`src/core/fmc_pkg.sv`:
```
// Shared constants and types for the flash bus mode controller
package fmc_pkg;
    localparam int CLK_PERIOD_NS = 100;
    // Bus timing, ns
    localparam int T_ACC_NS = 120;
    localparam int T_WE_PULSE_NS = 100;
    localparam int T_PROT_PULSE_NS = 10000;
    localparam int T_RESET_LOW_NS = 500;
    localparam int T_WAKE_NS = 50000;
    localparam int T_SLEEP_NS = 150;
    // Cycle counts, least times rounded up
    localparam int C_ACC = (T_ACC_NS + CLK_PERIOD_NS - 1) / CLK_PERIOD_NS;
    localparam int C_WE_PULSE = (T_WE_PULSE_NS + CLK_PERIOD_NS - 1) / CLK_PERIOD_NS;
    localparam int C_PROT_PULSE = (T_PROT_PULSE_NS + CLK_PERIOD_NS - 1) / CLK_PERIOD_NS;
    localparam int C_RESET_LOW = (T_RESET_LOW_NS + CLK_PERIOD_NS - 1) / CLK_PERIOD_NS;
    localparam int C_WAKE = (T_WAKE_NS + CLK_PERIOD_NS - 1) / CLK_PERIOD_NS;
    localparam int C_SLEEP = (T_SLEEP_NS + CLK_PERIOD_NS - 1) / CLK_PERIOD_NS;
    // Address and data field positions, bus and timer widths (word mode)
    localparam int ADDR_W = 19;
    localparam int DATA_W = 16;
    localparam int A_ZERO_POS = 0;
    localparam int A_ONE_POS = 1;
    localparam int A_SIX_POS = 6;
    localparam int SECT_LO_POS = 12;
    localparam int PROT_FLAG_POS = 0;
    localparam int PARITY_POS = 7;
    localparam int TIMER_W = 16;
    typedef enum logic [2:0] {
        OP_READ,
        OP_WRITE,
        OP_ID_READ,
        OP_PROT_VERIFY,
        OP_PROTECT,
        OP_RESET,
        OP_UNPROT_ON,
        OP_UNPROT_OFF
    } fmc_op_t;
endpackage : fmc_pkg

```
`src/core/fmc_host.sv`:
```
// Host-side controller driving the flash strobes, address and data pins
`timescale 1ns/100ps
module fmc_host
    import fmc_pkg::*;
#(
    parameter int WAKE_CYCLES = C_WAKE,
    parameter int PROT_CYCLES = C_PROT_PULSE
) (
    input wire logic ref_clk,
    input wire logic srst,
    input wire logic cmd_valid,
    input wire fmc_op_t cmd_op,
    input wire logic [ADDR_W-1:0] cmd_addr,
    input wire logic [DATA_W-1:0] cmd_data,
    output logic cmd_ready,
    output logic rsp_valid,
    output logic [DATA_W-1:0] rsp_data,
    output logic rsp_parity_ok,
    output logic rsp_protected,
    output logic busy,
    output logic [ADDR_W-1:0] flash_addr,
    output logic flash_ce_n,
    output logic flash_oe_n,
    output logic flash_we_n,
    output logic flash_reset_n,
    output logic addr_bit_nine_hv,
    output logic oe_hv,
    output logic reset_hv,
    output logic [DATA_W-1:0] dq_o,
    output logic dq_oe,
    input wire logic [DATA_W-1:0] dq_i
);
    typedef enum logic [2:0] {
        ST_RST,
        ST_WAKE,
        ST_IDLE,
        ST_READ,
        ST_WR_SETUP,
        ST_WR_PULSE,
        ST_WR_HOLD
    } fmc_state_t;

    initial
    begin
        if (WAKE_CYCLES < 2 || WAKE_CYCLES >= (1 << TIMER_W))
            $error("fmc_host: WAKE_CYCLES out of range");
        if (PROT_CYCLES < 1 || PROT_CYCLES >= (1 << TIMER_W))
            $error("fmc_host: PROT_CYCLES out of range");
    end

    fmc_state_t state_ff;
    fmc_state_t nxt_state;
    fmc_op_t op_ff;
    logic [ADDR_W-1:0] addr_ff;
    logic [DATA_W-1:0] data_ff;
    logic unprot_ff;
    logic rsp_valid_ff;
    logic [DATA_W-1:0] rsp_data_ff;
    logic parity_ok_ff;
    logic prot_ff;
    logic tmr_load;
    logic [TIMER_W-1:0] tmr_value;
    logic tmr_done;
    logic [ADDR_W-1:0] shaped_addr;
    logic accept;
    logic hv_op;
    logic in_bus;
    logic in_write;
    logic read_done;
    logic write_done;
    logic boot_ff;

    fmc_timer #(.W(TIMER_W)) u_timer (
        .ref_clk(ref_clk),
        .srst(srst),
        .load(tmr_load),
        .value(tmr_value),
        .done(tmr_done)
    );

    assign cmd_ready = (state_ff == ST_IDLE);
    assign accept = cmd_ready && cmd_valid;
    assign busy = !cmd_ready;

    // Force the address bits the device interprets in high voltage modes
    always_comb
    begin
        shaped_addr = cmd_addr;
        case (cmd_op)
            OP_ID_READ: shaped_addr[A_ONE_POS] = 1'b0;
            OP_PROT_VERIFY:
            begin
                shaped_addr[A_SIX_POS] = 1'b0;
                shaped_addr[A_ONE_POS] = 1'b1;
                shaped_addr[A_ZERO_POS] = 1'b0;
            end
            OP_PROTECT: shaped_addr[A_SIX_POS] = 1'b0;
            default: shaped_addr = cmd_addr;
        endcase
    end

    // Next state and phase timer loads
    always_comb
    begin
        nxt_state = state_ff;
        tmr_load = 1'b0;
        tmr_value = TIMER_W'(1);
        case (state_ff)
            ST_RST:
                if (boot_ff)
                begin
                    // Timer is cleared by srst, so the reset pulse is armed here
                    tmr_load = 1'b1;
                    tmr_value = TIMER_W'(C_RESET_LOW);
                end
                else if (tmr_done)
                begin
                    nxt_state = ST_WAKE;
                    tmr_load = 1'b1;
                    tmr_value = TIMER_W'(WAKE_CYCLES);
                end
            ST_WAKE:
                if (tmr_done)
                    nxt_state = ST_IDLE;
            ST_IDLE:
                if (accept)
                begin
                    case (cmd_op)
                        OP_READ, OP_ID_READ, OP_PROT_VERIFY:
                        begin
                            nxt_state = ST_READ;
                            tmr_load = 1'b1;
                            tmr_value = TIMER_W'(C_ACC);
                        end
                        OP_WRITE, OP_PROTECT:
                        begin
                            nxt_state = ST_WR_SETUP;
                            tmr_load = 1'b1;
                        end
                        OP_RESET:
                        begin
                            nxt_state = ST_RST;
                            tmr_load = 1'b1;
                            tmr_value = TIMER_W'(C_RESET_LOW);
                        end
                        default: nxt_state = ST_IDLE;
                    endcase
                end
            ST_READ:
                if (tmr_done)
                    nxt_state = ST_IDLE;
            ST_WR_SETUP:
                if (tmr_done)
                begin
                    nxt_state = ST_WR_PULSE;
                    tmr_load = 1'b1;
                    tmr_value = (op_ff == OP_PROTECT) ? TIMER_W'(PROT_CYCLES)
                                                      : TIMER_W'(C_WE_PULSE);
                end
            ST_WR_PULSE:
                if (tmr_done)
                begin
                    nxt_state = ST_WR_HOLD;
                    tmr_load = 1'b1;
                end
            ST_WR_HOLD:
                if (tmr_done)
                    nxt_state = ST_IDLE;
            default: nxt_state = ST_RST;
        endcase
    end

    assign read_done = (state_ff == ST_READ) && tmr_done;
    assign write_done = (state_ff == ST_WR_HOLD) && tmr_done;

    // Reset entry pulses the device reset so the first read is never stale
    always_ff @(posedge ref_clk)
    begin
        boot_ff <= srst;
        if (srst)
            state_ff <= ST_RST;
        else
            state_ff <= nxt_state;
    end

    // Address stays parked after a cycle; the device may sleep on it
    always_ff @(posedge ref_clk)
    begin
        if (srst)
        begin
            op_ff <= OP_READ;
            addr_ff <= '0;
            data_ff <= '0;
        end
        else if (accept)
        begin
            op_ff <= cmd_op;
            addr_ff <= shaped_addr;
            data_ff <= cmd_data;
        end
    end

    always_ff @(posedge ref_clk)
    begin
        if (srst)
            unprot_ff <= 1'b0;
        else if (accept && cmd_op == OP_UNPROT_ON)
            unprot_ff <= 1'b1;
        else if (accept && cmd_op == OP_UNPROT_OFF)
            unprot_ff <= 1'b0;
    end

    // Sample the data pins at the end of the access window
    always_ff @(posedge ref_clk)
    begin
        if (srst)
        begin
            rsp_data_ff <= '0;
            parity_ok_ff <= 1'b0;
            prot_ff <= 1'b0;
        end
        else if (read_done)
        begin
            rsp_data_ff <= dq_i;
            parity_ok_ff <= ^dq_i[PARITY_POS:0];
            prot_ff <= dq_i[PROT_FLAG_POS];
        end
    end

    always_ff @(posedge ref_clk)
    begin
        if (srst)
            rsp_valid_ff <= 1'b0;
        else
            rsp_valid_ff <= read_done || write_done ||
                (accept && (cmd_op == OP_UNPROT_ON || cmd_op == OP_UNPROT_OFF));
    end

    assign rsp_valid = rsp_valid_ff;
    assign rsp_data = rsp_data_ff;
    assign rsp_parity_ok = parity_ok_ff;
    assign rsp_protected = prot_ff;

    // Pin decode from registered state; idle keeps select high for standby
    assign in_write = (state_ff == ST_WR_SETUP) || (state_ff == ST_WR_PULSE) ||
                      (state_ff == ST_WR_HOLD);
    assign in_bus = in_write || (state_ff == ST_READ);
    assign hv_op = (op_ff == OP_ID_READ) || (op_ff == OP_PROT_VERIFY) ||
                   (op_ff == OP_PROTECT);
    assign flash_addr = addr_ff;
    assign flash_ce_n = !in_bus;
    assign flash_oe_n = (state_ff != ST_READ);
    assign flash_we_n = (state_ff != ST_WR_PULSE);
    assign flash_reset_n = (state_ff != ST_RST);
    assign addr_bit_nine_hv = in_bus && hv_op;
    assign oe_hv = in_write && (op_ff == OP_PROTECT);
    assign reset_hv = unprot_ff && flash_reset_n;
    assign dq_o = data_ff;
    assign dq_oe = in_write && (op_ff == OP_WRITE);

    AST_READ_STROBES: assert property (@(posedge ref_clk) disable iff (srst)
        read_done |-> (!flash_ce_n && !flash_oe_n && !flash_we_n == 1'b0)
                      [*1] ##0 $past(!flash_oe_n))
        else $error("read sampled without both strobes low");

    AST_RESET_FIRST: assert property (@(posedge ref_clk) disable iff (srst)
        $past(srst) |-> !flash_reset_n [*2])
        else $error("no device reset after controller reset");

    AST_ID_A1_LOW: assert property (@(posedge ref_clk) disable iff (srst)
        (addr_bit_nine_hv && op_ff == OP_ID_READ) |-> !flash_addr[A_ONE_POS])
        else $error("identifier read with address bit one high");

    AST_PROT_SETUP: assert property (@(posedge ref_clk) disable iff (srst)
        (!flash_we_n && addr_bit_nine_hv) |->
            (oe_hv && !flash_ce_n && !flash_addr[A_SIX_POS]))
        else $error("protect pulse without proper qualifiers");

    AST_PROT_ADDR_HOLD: assert property (@(posedge ref_clk) disable iff (srst)
        (!flash_we_n && $past(!flash_we_n)) |-> $stable(flash_addr))
        else $error("address moved during write pulse");

    AST_WRITE_OE: assert property (@(posedge ref_clk) disable iff (srst)
        $fell(flash_we_n) |-> $past(!flash_ce_n && flash_oe_n) && flash_oe_n)
        else $error("write strobe without select or with output enable");

    AST_NO_CONTENTION: assert property (@(posedge ref_clk) disable iff (srst)
        !flash_oe_n |-> !dq_oe)
        else $error("host drives data while device outputs");

    AST_WAKE: assert property (@(posedge ref_clk) disable iff (srst)
        $rose(flash_reset_n) |-> (flash_ce_n && flash_oe_n) [*2])
        else $error("access too soon after reset release");
endmodule : fmc_host

```
`src/core/fmc_timer.sv`:
```
// Down counter timing one bus phase
`timescale 1ns/100ps
module fmc_timer #(
    parameter int W = 16
) (
    input wire logic ref_clk,
    input wire logic srst,
    input wire logic load,
    input wire logic [W-1:0] value,
    output logic done
);
    logic [W-1:0] cnt_ff;
    logic [W-1:0] nxt_cnt;

    initial
    begin
        if (W < 2) $error("fmc_timer: W too small");
    end

    assign nxt_cnt = load ? value : ((cnt_ff != '0) ? cnt_ff - 1'b1 : cnt_ff);
    // Phase lasts exactly the loaded number of cycles
    assign done = (cnt_ff == {{(W-1){1'b0}}, 1'b1});

    always_ff @(posedge ref_clk)
    begin
        if (srst)
            cnt_ff <= '0;
        else
            cnt_ff <= nxt_cnt;
    end
endmodule : fmc_timer

```
`config.mk`:
```
export PLATFORM = sky130hd
export DESIGN_NAME = fmc_host
export DESIGN_NICKNAME = d
export VERILOG_FILES = /design/src/core/fmc_pkg.sv /design/src/core/fmc_host.sv /design/src/core/fmc_timer.sv
export SDC_FILE = /design/constraint.sdc
export NUM_CORES = 1
export LEC_CHECK = 0
export BUFFER_PORTS_ARGS = -buffer_cell sky130_fd_sc_hd__buf_4
export CAP_MARGIN = 10
export CORE_ASPECT_RATIO = 1.4
export CORE_MARGIN = 4
export CORE_UTILIZATION = 40
export CTS_BUF_LIST = sky130_fd_sc_hd__clkbuf_4 sky130_fd_sc_hd__clkbuf_8 sky130_fd_sc_hd__clkbuf_16
export CTS_CLUSTER_SIZE = 10
export DETAILED_ROUTE_END_ITERATION = 8
export MAX_ROUTING_LAYER = met4
export PLACE_DENSITY_LB_ADDON = 0.25
export RECOVER_POWER = 25
export SLEW_MARGIN = 20
export SYNTH_ARGS = -nofsm -noshare
export SYNTH_HDL_FRONTEND = slang
export SYNTH_SLANG_ARGS = --single-unit
```
`constraint.sdc`:
```
create_clock -name ref_clk -period 2.7 [get_ports ref_clk]
set_input_delay 0.135 -clock ref_clk [delete_from_list [all_inputs] [get_ports ref_clk]]
set_output_delay 0.135 -clock ref_clk [all_outputs]
set_load 0.05 [all_outputs]
```
==> summary.md <==
| Metric | Value |
|---|---|
| Final period util | `92.5%` |
| Hold Startpoint | `cmd_addr[16]` |
| GRT Overall Usage | `20.7%` |
| Avg Vias per Cell | `5.33` |
| Final Max Slew Viols | `75` |
| Layout cells sized above 1 | `22.4%` |
| Max clock buf depth | `2` |
| Synth Area in XOR/XNOR | `4.31%` |
| Largest net degree at the start of global routing | `75` |
| Drt wl/cell | `14.9 µm` |
| Fmax | `400 MHz` |
| Clock Latency Late Sink | `0.34 ns` |
| Compound-Gate Fraction of Synth Area | `18.6%` |
| Num CTS Buffers | `9` |
| Post-synth top area share | `approximately 45%` |
| Fin Hold WS | `0.0420 ns` |
| FF-to-FF path depth | `7` |
| CP Data Arrival Time | `around 2.7 ns` |
| Slew headroom | `-0.581%` |
| Clock root cell | `clkbuf_16` |
| FF-to-FF Start | `u_timer.cnt_ff[1]` |
| Area grow syn2layout | `34.1%` |
| HPWL after DPL | `7.00 mm` |
| Power density cells | `921 nW/µm²` |
| Synth area leader | `dfxtp_1` |
| Commonest cells in the netlist | `119 x nand2_1, 77 x dfxtp_1, 69 x a21oi_1` |
| Final setup TNS | `0 ns` |
| CP startpoint kind | `flip-flop` |
| Hold/Removal Path Class | `primary input to flip-flop` |
| IO Port Bufs | `120` |
| Syn nets | `500` |
| Detailed Route WL | `roughly 9.8 mm` |
| Total gr overflow | `0` |
| Initial drt markers | `178` |
| DRC violations left | `0` |
| Critical Path RT | `2.92 ns` |
| CP Max Fanout | `9` |
| Post-synth EDFFs | `0` |
| Setup violators final | `0` |
| Post-CTS Setup Bufs | `0` |
| Worst setup path class | `flip-flop to flip-flop` |
| Core Area | `8300 µm²` |
| Ys async rst share | `0%` |
| Die Ht | `118 µm` |
| Synthesized area | `between 3000 and 4000 µm²` |
| Min cycle time layout | `between 2 and 2.5 ns` |
| Outcome | `finished with violations` |
| Max H-tree Level | `3` |
| Count leader, synth | `nand2_1` |
| Crit end category | `flip-flop` |
| ANT nets after route | `0` |
| # fillers | `808` |
| RSZ-0062 raised after global routing | `no` |
| Drt first pass iters | `4` |
| Leak | `1.78 nW` |
| Post-synthesis simple-gate area fraction | `26.5%` |
| R2r setup slk | `0.20 ns` |
| FP Rows | `39` |
| Synth Register Bits | `77` |
| Fraction of synthesized area in multiplexers | `less than 1%` |
| VDD IR max | `0.502 mV` |
| Adder-cell share of the synthesized area | `less than 1%` |
| Worst r2r dst | `u_timer.cnt_ff[1]` |
| Largest family of logic cells by synthesized area | `simple AND/OR/NAND/NOR gates` |
| Die Area | `around 10,000 µm²` |
| Hold EP | `flash_addr[16]` |
| Vias in the first global route | `3,458` |
| CTS tree | `yes` |
| Global-route wire length before repair | `16.6 mm` |
| Slew @ Worst Pin | `1.51 ns` |
| Nets | `~600` |
| Failing checks | `max-capacitance violations, max-slew violations` |
| MaxCap Viol Count | `1` |
| Syn avg cell area | `a little under 8 µm²` |
| Hold Vio Cnt, Final | `0` |
| Synthesized netlist cell count | `441` |
| Die Wd | `86.6 µm` |
| Synth area leaders | `dfxtp_1 45%, nand2_1 13%, a21oi_1 10%` |
| Distinct cells, synth | `54` |
| Number of synthesis warnings | `0` |
| Starting Density | `41.7%` |
| GPL Wtd Cong | `0.949` |
| Io pins | `roughly 120` |
| Antenna cells | `0` |
| Top_reg_cell synth | `dfxtp_1` |
| Final Skew | `between 0.007 and 0.008 ns` |
| Clock slew at reported path FFs | `0.06 ns` |
| Initial antenna violation count | `0` |
| Clk sinks | `77` |
| Routed via count | `around 3,500` |
| Sequential area share after synthesis | `44.6%` |
| Hold depth | `3` |
==> per-layer routing <==
layer,vias up,track usage [%],share of wire [%]
li1,1736,-,-
met1,1651,23.1,39
met2,105,34.1,52
met3,28,3.78,5.3
met4,0,11.3,3.5
met5,-,-,0
==> registers in the layout (all words and copies together) (netlist names), 3 cells and up <==
| register | cells |
|---|---|
| dq_o | 16 |
| flash_addr | 19 |
| op_ff | 3 |
| rsp_data | 16 |
| state_ff | 3 |
| u_timer.cnt_ff | 16 |
==> worst max path at each step <==
stage                            startpoint           endpoint  cells after the start
after detailed placement  u_timer.cnt_ff[1]       rsp_data[14]                      8
after floorplan                 state_ff[0]   addr_bit_nine_hv                      4
after global placement    u_timer.cnt_ff[1]        rsp_data[7]                      8
after CTS                 u_timer.cnt_ff[1]  u_timer.cnt_ff[1]                      7
after global routing      u_timer.cnt_ff[1]        state_ff[0]                      8
final                     u_timer.cnt_ff[1]  u_timer.cnt_ff[1]                      7
==> metrics by stage <==
stage	cells	power [W]	setup slack (ns)	instance area (µm²)	utilization, %
floorplan	441	0.00259	0.428	3460	-
global placement	646	0.00302	0.336	4460	53.8
detailed placement	646	0.00305	0.268	4460	53.8
CTS	661	0.00426	0.227	4750	57.3
global route	661	0.00453	0.0565	4640	55.9
finish	661	0.00427	0.203	4640	55.9
==> logic make-up (layout without fill, tap and decap cells) <==
| kind of cell | Yosys count | count (layout) |
|---|---|---|
| simple gates | 195 | 195 |
| compound gates | 109 | 109 |
| mux | 3 | 3 |
| flops | 77 | 77 |
| xor+xnor | 17 | 17 |
| buf+inv | 38 | 156 |
| fa+ha+maj | 2 | 2 |
==> cell usage in the layout (no fill, tap or decap), types with 3 or more instances in the layout <==
cell	synthesis	routed
xnor2_1	13	13
and2_1	3	3
o21ai_0	7	7
a211oi_1	6	6
or3_1	5	5
clkbuf_16	0	9
nor2_1	17	17
a21oi_1	69	69
xor2_1	4	4
inv_1	9	9
nand3_1	8	8
a211o_1	3	3
clkbuf_4	0	4
nor3_1	11	10
nand2_1	119	119
clkbuf_1	24	34
mux2i_1	3	3
dfxtp_1	77	77
nand4_1	3	3
o21a_1	3	3
nand2b_1	4	4
or4_1	6	6
buf_4	1	97
==> cell type report <==
| type | instances | area, µm² | share of cell area, % |
|---|---|---|---|
| Multi-Input combinational cell | 326 | 1780 | 38.4 |
| Tap cell | 102 | 128 | 2.75 |
| Timing Repair Buffer | 132 | 861 | 18.6 |
| Clock buffer | 13 | 255 | 5.51 |
| Sequential cell | 77 | 1540 | 33.3 |
| Clock inverter | 2 | 35.0 | 0.756 |
| Inverter | 9 | 33.8 | 0.729 |
==> worst max-delay path, stage by stage, from the launching register on <==
cell      delay (ns)
dfxtp_1         0.33
inv_1           0.10
ha_1            0.15
or4b_1          0.55
nor4_4          0.48
o22a_1          0.43
a211oi_1        0.09
o221a_2         0.26
==> report_power, final <==
group | internal (W) | switching [W] | leakage, nW
combinational | 0.000731 | 0.000989 | 1.01
sequential | 0.00125 | 0.000112 | 0.622
clock | 0.000750 | 0.000436 | 0.147
==> timing repair <==
item	CTS	global route
endpoints found under the setup margin	0	1
resized for setup	0	1
hold buffers	0	0
(Power assumes the default switching activity.)
